--- config.mk ---
export PLATFORM = sky130hd
export DESIGN_NAME = csh_cmd_host
export DESIGN_NICKNAME = d
export VERILOG_FILES = /design/src/csh_pkg.sv /design/src/csh_rsp_rx.sv /design/src/csh_cmd_host.sv
export SDC_FILE = /design/constraint.sdc
export NUM_CORES = 1
export LEC_CHECK = 0
export ABC_AREA = 1
export BUFFER_PORTS_ARGS = -buffer_cell sky130_fd_sc_hd__buf_2
export CORE_UTILIZATION = 50
export DETAILED_ROUTE_END_ITERATION = 6
export HOLD_SLACK_MARGIN = 0.08
export PLACE_DENSITY_LB_ADDON = 0.05
export SYNTH_ARGS = -nofsm -noshare
export SYNTH_HDL_FRONTEND = slang
export SYNTH_HIERARCHICAL = 1
export SYNTH_SLANG_ARGS = --single-unit
--- constraint.sdc ---
create_clock -name CLK_SYS -period 2.5 [get_ports CLK_SYS]
set_input_delay 0.125 -clock CLK_SYS [delete_from_list [all_inputs] [get_ports CLK_SYS]]
set_output_delay 0.125 -clock CLK_SYS [all_outputs]
set_load 0.03 [all_outputs]
--- src/csh_pkg.sv ---
// shared constants, types and helpers for the camera setting command host
// assumes a 50 MHz system clock and a byte-wide link to sibling framing logic
package csh_pkg;

   // command codes of the three settings
   localparam logic [7:0] CODE_AOI_LEN  = 8'hAB;
   localparam logic [7:0] CODE_RED_GAIN = 8'h80;
   localparam logic [7:0] CODE_RED_OFS  = 8'h84;

   // second header byte: direction flag on top, data length below
   localparam int         FLAG_POS   = 7;
   localparam logic       FLAG_READ  = 1'b1;
   localparam logic       FLAG_WRITE = 1'b0;
   localparam logic [6:0] DATA_LEN   = 7'h02;

   // legal value ranges
   localparam logic [15:0] AOI_LEN_MIN  = 16'h0001;
   localparam logic [15:0] AOI_LEN_MAX  = 16'h0832;
   localparam logic [15:0] RED_GAIN_MIN = 16'h0060;
   localparam logic [15:0] RED_GAIN_MAX = 16'h03FF;
   localparam logic [15:0] RED_OFS_MIN  = 16'h0000;
   localparam logic [15:0] RED_OFS_MAX  = 16'h00FF;

   // timing: wait for a read answer
   localparam int          CLK_PERIOD_NS = 20;
   localparam int          RSP_WAIT_NS   = 20000;
   localparam int          RSP_WAIT_W    = 10;
   localparam logic [9:0]  RSP_WAIT_LAST = 10'(RSP_WAIT_NS / CLK_PERIOD_NS - 1);

   typedef enum logic [1:0] {
      CSH_SEL_AOI_LEN  = 2'b00,
      CSH_SEL_RED_GAIN = 2'b01,
      CSH_SEL_RED_OFS  = 2'b10
   } csh_sel_t;

   typedef struct packed {
      csh_sel_t    sel;
      logic        is_read;
      logic [15:0] value;
   } csh_req_t;

   typedef struct packed {
      csh_sel_t    sel;
      logic [15:0] value;
   } csh_rsp_t;

   // command code of a setting
   function automatic logic [7:0] code_of(input csh_sel_t sel);
      unique case (sel)
         CSH_SEL_AOI_LEN:  code_of = CODE_AOI_LEN;
         CSH_SEL_RED_GAIN: code_of = CODE_RED_GAIN;
         CSH_SEL_RED_OFS:  code_of = CODE_RED_OFS;
         default:          code_of = 8'h00;
      endcase
   endfunction

   // value legal for the setting; unknown setting never legal
   function automatic logic in_range(input csh_sel_t sel, input logic [15:0] v);
      unique case (sel)
         CSH_SEL_AOI_LEN:  in_range = (v >= AOI_LEN_MIN) && (v <= AOI_LEN_MAX);
         CSH_SEL_RED_GAIN: in_range = (v >= RED_GAIN_MIN) && (v <= RED_GAIN_MAX);
         CSH_SEL_RED_OFS:  in_range = (v >= RED_OFS_MIN) && (v <= RED_OFS_MAX);
         default:          in_range = 1'b0;
      endcase
   endfunction

endpackage

--- src/csh_rsp_rx.sv ---
// read answer parser: code, flag/length, low byte, high byte
// assumes bytes arrive from same-clock framing logic, one per valid cycle
`timescale 1ns/1ps
`default_nettype none
module csh_rsp_rx (
   input  wire logic              clk,
   input  wire logic              rst,
   input  wire logic              armed,
   input  wire csh_pkg::csh_sel_t expect_sel,
   input  wire logic              rx_valid,
   input  wire logic [7:0]        rx_byte,
   output logic                   done,
   output csh_pkg::csh_rsp_t      rsp
);
   import csh_pkg::*;

   typedef enum logic [1:0] {
      R_CODE = 2'b00,
      R_FLAG = 2'b01,
      R_LO   = 2'b10,
      R_HI   = 2'b11
   } csh_rx_state_t;

   csh_rx_state_t state_q;
   logic [7:0]    lo_q;

   // walk the four answer bytes, resync on anything unexpected
   always_ff @(posedge clk or posedge rst) begin
      if (rst) begin
         state_q <= R_CODE;
      end else if (!armed) begin
         state_q <= R_CODE;
      end else if (rx_valid) begin
         unique case (state_q)
            R_CODE: state_q <= (rx_byte == code_of(expect_sel)) ? R_FLAG : R_CODE;
            R_FLAG: state_q <= (rx_byte == {FLAG_WRITE, DATA_LEN}) ? R_LO : R_CODE;
            R_LO:   state_q <= R_HI;
            R_HI:   state_q <= R_CODE;
         endcase
      end
   end

   // low byte comes first
   always_ff @(posedge clk or posedge rst) begin
      if (rst) begin
         lo_q <= 8'h00;
      end else if (armed && rx_valid && state_q == R_LO) begin
         lo_q <= rx_byte;
      end
   end

   // whole answer in: hand over the assembled value
   always_ff @(posedge clk or posedge rst) begin
      if (rst) begin
         done <= 1'b0;
         rsp  <= '0;
      end else begin
         done <= armed && rx_valid && state_q == R_HI;
         if (armed && rx_valid && state_q == R_HI) begin
            rsp.sel   <= expect_sel;
            rsp.value <= {rx_byte, lo_q};
         end
      end
   end

   property p_answer_pair;
      @(posedge clk) disable iff (rst)
      armed && rx_valid && state_q == R_HI |=> done && rsp.value == {$past(rx_byte), $past(lo_q)};
   endproperty
   a_answer_pair: assert property (p_answer_pair) else $error("answer value not high/low pair");

   property p_no_done_early;
      @(posedge clk) disable iff (rst)
      done |-> $past(state_q) == R_HI && $past(rx_valid);
   endproperty
   a_no_done_early: assert property (p_no_done_early) else $error("answer reported before last byte");

endmodule
`default_nettype wire

--- src/csh_cmd_host.sv ---
// host-side command sender for three camera settings
// assumes byte-wide tx/rx streams to framing logic on CLK_SYS
`timescale 1ns/1ps
`default_nettype none
// How it works
// - length setting uses code 0xAB, two bytes
// - length value sent low byte first
// - length value limited to 0x0001..0x0832
// - red gain uses code 0x80, two bytes
// - red gain sent low byte first
// - red gain limited to 0x0060..0x03FF
// - red offset uses code 0x84, two bytes
// - red offset sent low byte first
// - red offset limited to 0x0000..0x00FF
// - read flag 1 no data; write flag 0
module csh_cmd_host (
   input  wire logic              CLK_SYS,
   input  wire logic              RESET,
   input  wire logic              REQ_VALID,
   input  wire csh_pkg::csh_req_t REQ,
   output logic                   REQ_READY,
   output logic                   REQ_ERR,
   output logic                   TX_VALID,
   output logic [7:0]             TX_BYTE,
   input  wire logic              TX_READY,
   input  wire logic              RX_VALID,
   input  wire logic [7:0]        RX_BYTE,
   output logic                   RSP_VALID,
   output csh_pkg::csh_rsp_t      RSP,
   output logic                   RSP_TIMEOUT
);
   import csh_pkg::*;

   typedef enum logic [2:0] {
      S_IDLE = 3'b000,
      S_CODE = 3'b001,
      S_FLAG = 3'b010,
      S_DLO  = 3'b011,
      S_DHI  = 3'b100,
      S_WAIT = 3'b101
   } csh_state_t;

   csh_state_t             state_q;
   csh_req_t               req_q;
   logic [7:0]             tx_byte_q;
   logic [RSP_WAIT_W-1:0]  wait_q;
   logic                   accept;
   logic                   legal;
   logic                   rx_done;
   logic                   tx_step;

   // request checks: reads legal for any known setting, writes only in range
   assign legal     = REQ.is_read ? (code_of(REQ.sel) != 8'h00) : in_range(REQ.sel, REQ.value);
   assign REQ_READY = (state_q == S_IDLE);
   assign accept    = REQ_VALID && REQ_READY && legal;
   assign TX_VALID  = (state_q == S_CODE) || (state_q == S_FLAG) || (state_q == S_DLO) || (state_q == S_DHI);
   assign tx_step   = TX_VALID && TX_READY;
   assign TX_BYTE   = tx_byte_q;

   // command sequencer
   always_ff @(posedge CLK_SYS or posedge RESET) begin
      if (RESET) begin
         state_q <= S_IDLE;
      end else begin
         unique case (state_q)
            S_IDLE: if (accept) state_q <= S_CODE;
            S_CODE: if (tx_step) state_q <= S_FLAG;
            S_FLAG: if (tx_step) state_q <= req_q.is_read ? S_WAIT : S_DLO;
            S_DLO:  if (tx_step) state_q <= S_DHI;
            S_DHI:  if (tx_step) state_q <= S_IDLE;
            S_WAIT: if (rx_done || wait_q == RSP_WAIT_LAST) state_q <= S_IDLE;
            default: state_q <= S_IDLE;
         endcase
      end
   end

   // request latch
   always_ff @(posedge CLK_SYS or posedge RESET) begin
      if (RESET) begin
         req_q <= '0;
      end else if (accept) begin
         req_q <= REQ;
      end
   end

   // byte to present next: code, flag/length, low, high
   always_ff @(posedge CLK_SYS or posedge RESET) begin
      if (RESET) begin
         tx_byte_q <= 8'h00;
      end else if (accept) begin
         tx_byte_q <= code_of(REQ.sel);
      end else if (tx_step) begin
         unique case (state_q)
            S_CODE: tx_byte_q <= {(req_q.is_read ? FLAG_READ : FLAG_WRITE), DATA_LEN};
            S_FLAG: tx_byte_q <= req_q.value[7:0];
            S_DLO:  tx_byte_q <= req_q.value[15:8];
            default: tx_byte_q <= 8'h00;
         endcase
      end
   end

   // answer timeout counter, only while waiting
   always_ff @(posedge CLK_SYS or posedge RESET) begin
      if (RESET) begin
         wait_q <= '0;
      end else if (state_q == S_WAIT) begin
         wait_q <= wait_q + 1'b1;
      end else begin
         wait_q <= '0;
      end
   end

   // one-cycle status pulses
   always_ff @(posedge CLK_SYS or posedge RESET) begin
      if (RESET) begin
         REQ_ERR     <= 1'b0;
         RSP_TIMEOUT <= 1'b0;
      end else begin
         REQ_ERR     <= REQ_VALID && REQ_READY && !legal;
         RSP_TIMEOUT <= (state_q == S_WAIT) && !rx_done && (wait_q == RSP_WAIT_LAST);
      end
   end

   // answer parsing
   csh_rsp_rx u_rx (
      .clk        (CLK_SYS),
      .rst        (RESET),
      .armed      (state_q == S_WAIT),
      .expect_sel (req_q.sel),
      .rx_valid   (RX_VALID),
      .rx_byte    (RX_BYTE),
      .done       (rx_done),
      .rsp        (RSP)
   );
   assign RSP_VALID = rx_done;

   property p_refuse_range;
      @(posedge CLK_SYS) disable iff (RESET)
      REQ_VALID && REQ_READY && !REQ.is_read && !in_range(REQ.sel, REQ.value) |=> REQ_ERR && state_q == S_IDLE;
   endproperty
   a_refuse_range: assert property (p_refuse_range) else $error("out of range write not refused");

   property p_code_first;
      @(posedge CLK_SYS) disable iff (RESET)
      accept |=> TX_VALID && state_q == S_CODE && TX_BYTE == code_of($past(REQ.sel));
   endproperty
   a_code_first: assert property (p_code_first) else $error("command code wrong or missing");

   property p_code_holds;
      @(posedge CLK_SYS) disable iff (RESET)
      state_q == S_CODE && !TX_READY |=> state_q == S_CODE && $stable(TX_BYTE);
   endproperty
   a_code_holds: assert property (p_code_holds) else $error("code byte dropped under back-pressure");

   property p_flag_byte;
      @(posedge CLK_SYS) disable iff (RESET)
      state_q == S_FLAG |-> TX_BYTE == {req_q.is_read, DATA_LEN};
   endproperty
   a_flag_byte: assert property (p_flag_byte) else $error("direction flag or length wrong");

   property p_read_no_data;
      @(posedge CLK_SYS) disable iff (RESET)
      state_q == S_FLAG && req_q.is_read && TX_READY |=> !TX_VALID && state_q == S_WAIT;
   endproperty
   a_read_no_data: assert property (p_read_no_data) else $error("read carried data bytes");

   property p_low_then_high;
      @(posedge CLK_SYS) disable iff (RESET)
      state_q == S_DLO && TX_READY
         |-> TX_BYTE == req_q.value[7:0] ##1 (state_q == S_DHI && TX_BYTE == req_q.value[15:8]);
   endproperty
   a_low_then_high: assert property (p_low_then_high) else $error("data bytes not low then high");

   property p_write_done;
      @(posedge CLK_SYS) disable iff (RESET)
      state_q == S_DHI && TX_READY |=> state_q == S_IDLE && !RSP_VALID;
   endproperty
   a_write_done: assert property (p_write_done) else $error("write did not end after high byte");

   property p_wait_bound;
      @(posedge CLK_SYS) disable iff (RESET)
      $rose(state_q == S_WAIT) |-> ##[1:1000] state_q != S_WAIT;
   endproperty
   a_wait_bound: assert property (p_wait_bound) else $error("answer wait not bounded");

   property p_offset_range;
      @(posedge CLK_SYS) disable iff (RESET)
      REQ_VALID && REQ_READY && !REQ.is_read && REQ.sel == CSH_SEL_RED_OFS && REQ.value > RED_OFS_MAX
         |=> REQ_ERR && !TX_VALID;
   endproperty
   a_offset_range: assert property (p_offset_range) else $error("offset write above limit accepted");

   property p_gain_range;
      @(posedge CLK_SYS) disable iff (RESET)
      REQ_VALID && REQ_READY && !REQ.is_read && REQ.sel == CSH_SEL_RED_GAIN && REQ.value < RED_GAIN_MIN
         |=> REQ_ERR && !TX_VALID;
   endproperty
   a_gain_range: assert property (p_gain_range) else $error("gain write below limit accepted");

   property p_code_byte_sel;
      @(posedge CLK_SYS) disable iff (RESET)
      state_q == S_CODE |-> TX_BYTE == code_of(req_q.sel);
   endproperty
   a_code_byte_sel: assert property (p_code_byte_sel) else $error("code byte does not match setting");

endmodule
`default_nettype wire

==> summary.txt <==
Top-area cell type share of the netlist area: 52.00%
Mapped Area: 3417 sq um
Area leader, netlist: dfrtp_1
CP endpoint kind: flip-flop
RSZ-0062 raised after global routing: false
Crit-path slowest cell: dlygate4sd3_1
Starting Density: 52.91%
PwrDens: 891.8 nW/um^2
Largest net degree at the start of global routing: 43
Layout fillers: 558
Worst EP required: 2790 ps
Total wire length: 7374 um
Slew headroom: 64.94%
Ratio of cells with drive above 1 in the final layout: 22.66%
Clk root buf: clkbuf_8
Antenna diodes: 0
Leakage power: 2.274 nW
CTS H-Tree Depth: 3
Initial drt markers: 165
Detailed placement HPWL: 5207 um
Iteration count of the initial detailed-routing pass: 7
Warnings, synthesis: 6
Layout area overhead: 23.65%
Crit-path max FO: 16
Placer Congestion: 0.8397
F_max: 0.5364 GHz
Final ANT Viol Nets: 0
# placed instances: 554
Clk_skew: 8.360 ps
Worst Path Class, Setup: input port to flip-flop
Routed wire per std cell: 12.52 um
Most used cell, CP: nand2_1
Avg Cell Area, Syn: 8.175 sq um
Final hold violation count: 0
Vias per cell: 4.946
Global-route wire length before repair: 12,650 um
Clock sinks: 71
Multi-input gate area: 1325 sq um
Post-Layout Cell Count: 589
Worst vdd ir: 0.0005044 V
Startpoint class of the critical path: input port
Vias: 2,913
Setup tns final: 0 ps
CP top delay family: simple AND/OR/NAND/NOR gates
Number of synthesized register bits: 71
Final-report setup violation count: 0
Post-CTS resize count: 0
Crit-path cells: dlygate4sd3_1 > buf_2 > nor2_1 > nand2_1 > nor2_1 > nand2_1 > nand2_1 > nand3_1 > nand2_2 > nand3_2 > inv_2 > nand2_1 > nand3_2
Max Cap Viol: 0
GRT Total Usage: 22.87%
Number of port buffers: 62
Worst hold margin: 92.32 ps
DR DRC count: 3
Clock transition at the registers of the reported paths: 80 ps
Post-layout minimum cycle time: 1864 ps
Buf/Inv on CP: 3
Die width: 84.67 um
Violated checks: DRC
Max-slew violations: 0
Die Area: 7169 sq um
Seq/Total Area, Yosys: 52.00%
CTS Buf Count: 9
Synth unique cells: 30
Syn_nets: 451
Die Ht: 84.67 um
Total core area: 6459 sq um
# IOs: 63
Synth Instances: 418
TritonCTS clock tree: yes
Status: complete, but fails checks
Clock buffer depth: 2
Sequential cell area: 1777 sq um
Initial antenna violation count: 0
Arrival time of the worst setup path: 2150 ps
Crit-path max cell delay: 530 ps
Total gr overflow: 0
Final critical-path share of the clock period: 74.57%
Worst-margin pin slew: 526.0 ps
Vias in the first global route: 2,860
Fin nets: 540
Area contributors post-synth: dfrtp_1 (52%), nand2_1 (14%), inv_1 (5.6%)
Core Rows: 29
Hold crit path type: input port to flip-flop
Clk Latency, worst-skew pair: 350 ps
[repair_timing]
action	CTS	global route
hold endpoints to repair	90	0
setup buffers	0	0
hold buffers	19	0
[final timing paths]
| kind | cells past startpoint | end | slack [ps] | start |
|---|---|---|---|---|
| min in group asynchronous | 4 | u_rx/rsp[8] | 390 | RESET |
| setup / recovery | 13 | TX_BYTE[2] | 640 | REQ[6] |
| max in group asynchronous | 4 | req_q[18] | 1670 | RESET |
| setup reg to reg | 9 | TX_BYTE[2] | 700 | state_q[1] |
| hold reg to reg | 1 | wait_q[0] | 460 | wait_q[0] |
| hold / removal | 3 | REQ_ERR | 90 | REQ_VALID |
[layout make-up]
class | count | share of cell area, %
flip-flops and latches | 71 | 42.05
clock buffers | 11 | 3.109
multi-input cells | 278 | 31.36
inverters | 61 | 5.419
repair buffers | 86 | 12.73
well taps | 77 | 2.280
clock inverters | 5 | 3.050
[per-layer routing]
metal | vias to the layer above | part of all wire, % | global-route usage (%)
met2 | 69 | 51 | 40.21
met1 | 1348 | 44 | 27.47
li1 | 1487 | - | -
met3 | 9 | 3.6 | 4.228
met5 | - | 0 | 0
met4 | 0 | 1.8 | 10.02
[per-stage QoR]
| step | power, mW | utilization, % | instance area [sq um] | setup WS, ps |
|---|---|---|---|---|
| 5_1_grt | 3.990 | 65.42 | 4225 | 481.0 |
| 2_1_floorplan | 2.299 | - | 3417 | 901.9 |
| 6_report | 3.768 | 65.42 | 4225 | 635.8 |
| 3_3_place_gp | 2.543 | 58.45 | 3775 | 772.4 |
| 4_1_cts | 3.795 | 65.42 | 4225 | 642.4 |
| 3_5_place_dp | 2.567 | 58.45 | 3775 | 723.4 |
[logic make-up (layout without fill, tap and decap cells)]
kind of cell | after synthesis | count (layout) | synth area share, %
flops | 71 | 71 | 52.00
buf+inv | 69 | 163 | 9.227
xor+xnor | 1 | 1 | 0.2564
compound gates | 61 | 61 | 10.95
simple gates | 215 | 215 | 27.21
fa+ha+maj | 1 | 1 | 0.3661
[worst reg2reg max path, cell delays in order, from the launching register on]
cell and delay (ps):
dfrtp_1 450, nor2_2 170, nand2_1 80, inv_2 80, nand2_1 90, inv_1 90
nand3_2 240, inv_2 310, nand2_1 150, nand3_2 90
[cell usage after synthesis (all sizes together)]
| cell type | n |
|---|---|
| nand2 | 129 |
| dfrtp | 71 |
| inv | 61 |
| nor2 | 50 |
| o21ai | 34 |
| nand3 | 20 |
| a21oi | 18 |
| nor3 | 12 |
| buf | 8 |
| a22oi | 4 |
| a22o | 3 |
| nand4 | 3 |
| a221oi | 1 |
| ha | 1 |
| nor4 | 1 |
| o21a | 1 |
| xnor2 | 1 |
[flip-flops by register name, summed over array words and instances (netlist names)]
| register | flops |
|---|---|
| REQ_ERR | 1 |
| RSP_TIMEOUT | 1 |
| TX_BYTE | 8 |
| req_q | 19 |
| state_q | 3 |
| u_rx/done | 1 |
| u_rx/lo_q | 8 |
| u_rx/rsp | 18 |
| u_rx/state_q | 2 |
| wait_q | 10 |
[placed cells by master, fill, tap and decap left out, drive strengths merged]
| cell type | synthesis | final |
|---|---|---|
| buf | 8 | 67 |
| a22o | 3 | 3 |
| a22oi | 4 | 4 |
| inv | 61 | 62 |
| ha | 1 | 1 |
| a221oi | 1 | 1 |
| nand4 | 3 | 3 |
| dfrtp | 71 | 71 |
| nand2 | 129 | 129 |
| nor2 | 50 | 50 |
| clkbuf | 0 | 11 |
| bufinv | 0 | 4 |
| o21a | 1 | 1 |
| o21ai | 34 | 34 |
| a21oi | 18 | 18 |
| dlygate4sd3 | 0 | 19 |
| nor4 | 1 | 1 |
| nand3 | 20 | 20 |
| nor3 | 12 | 12 |
| xnor2 | 1 | 1 |
[power breakdown]
group          switching (mW)  total, mW  internal, mW
Sequential              0.143       1.51          1.37
Clock                   0.431       1.20         0.769
Combinational           0.707       1.06         0.349
No activity file was read; power rests on OpenSTA's default activity.
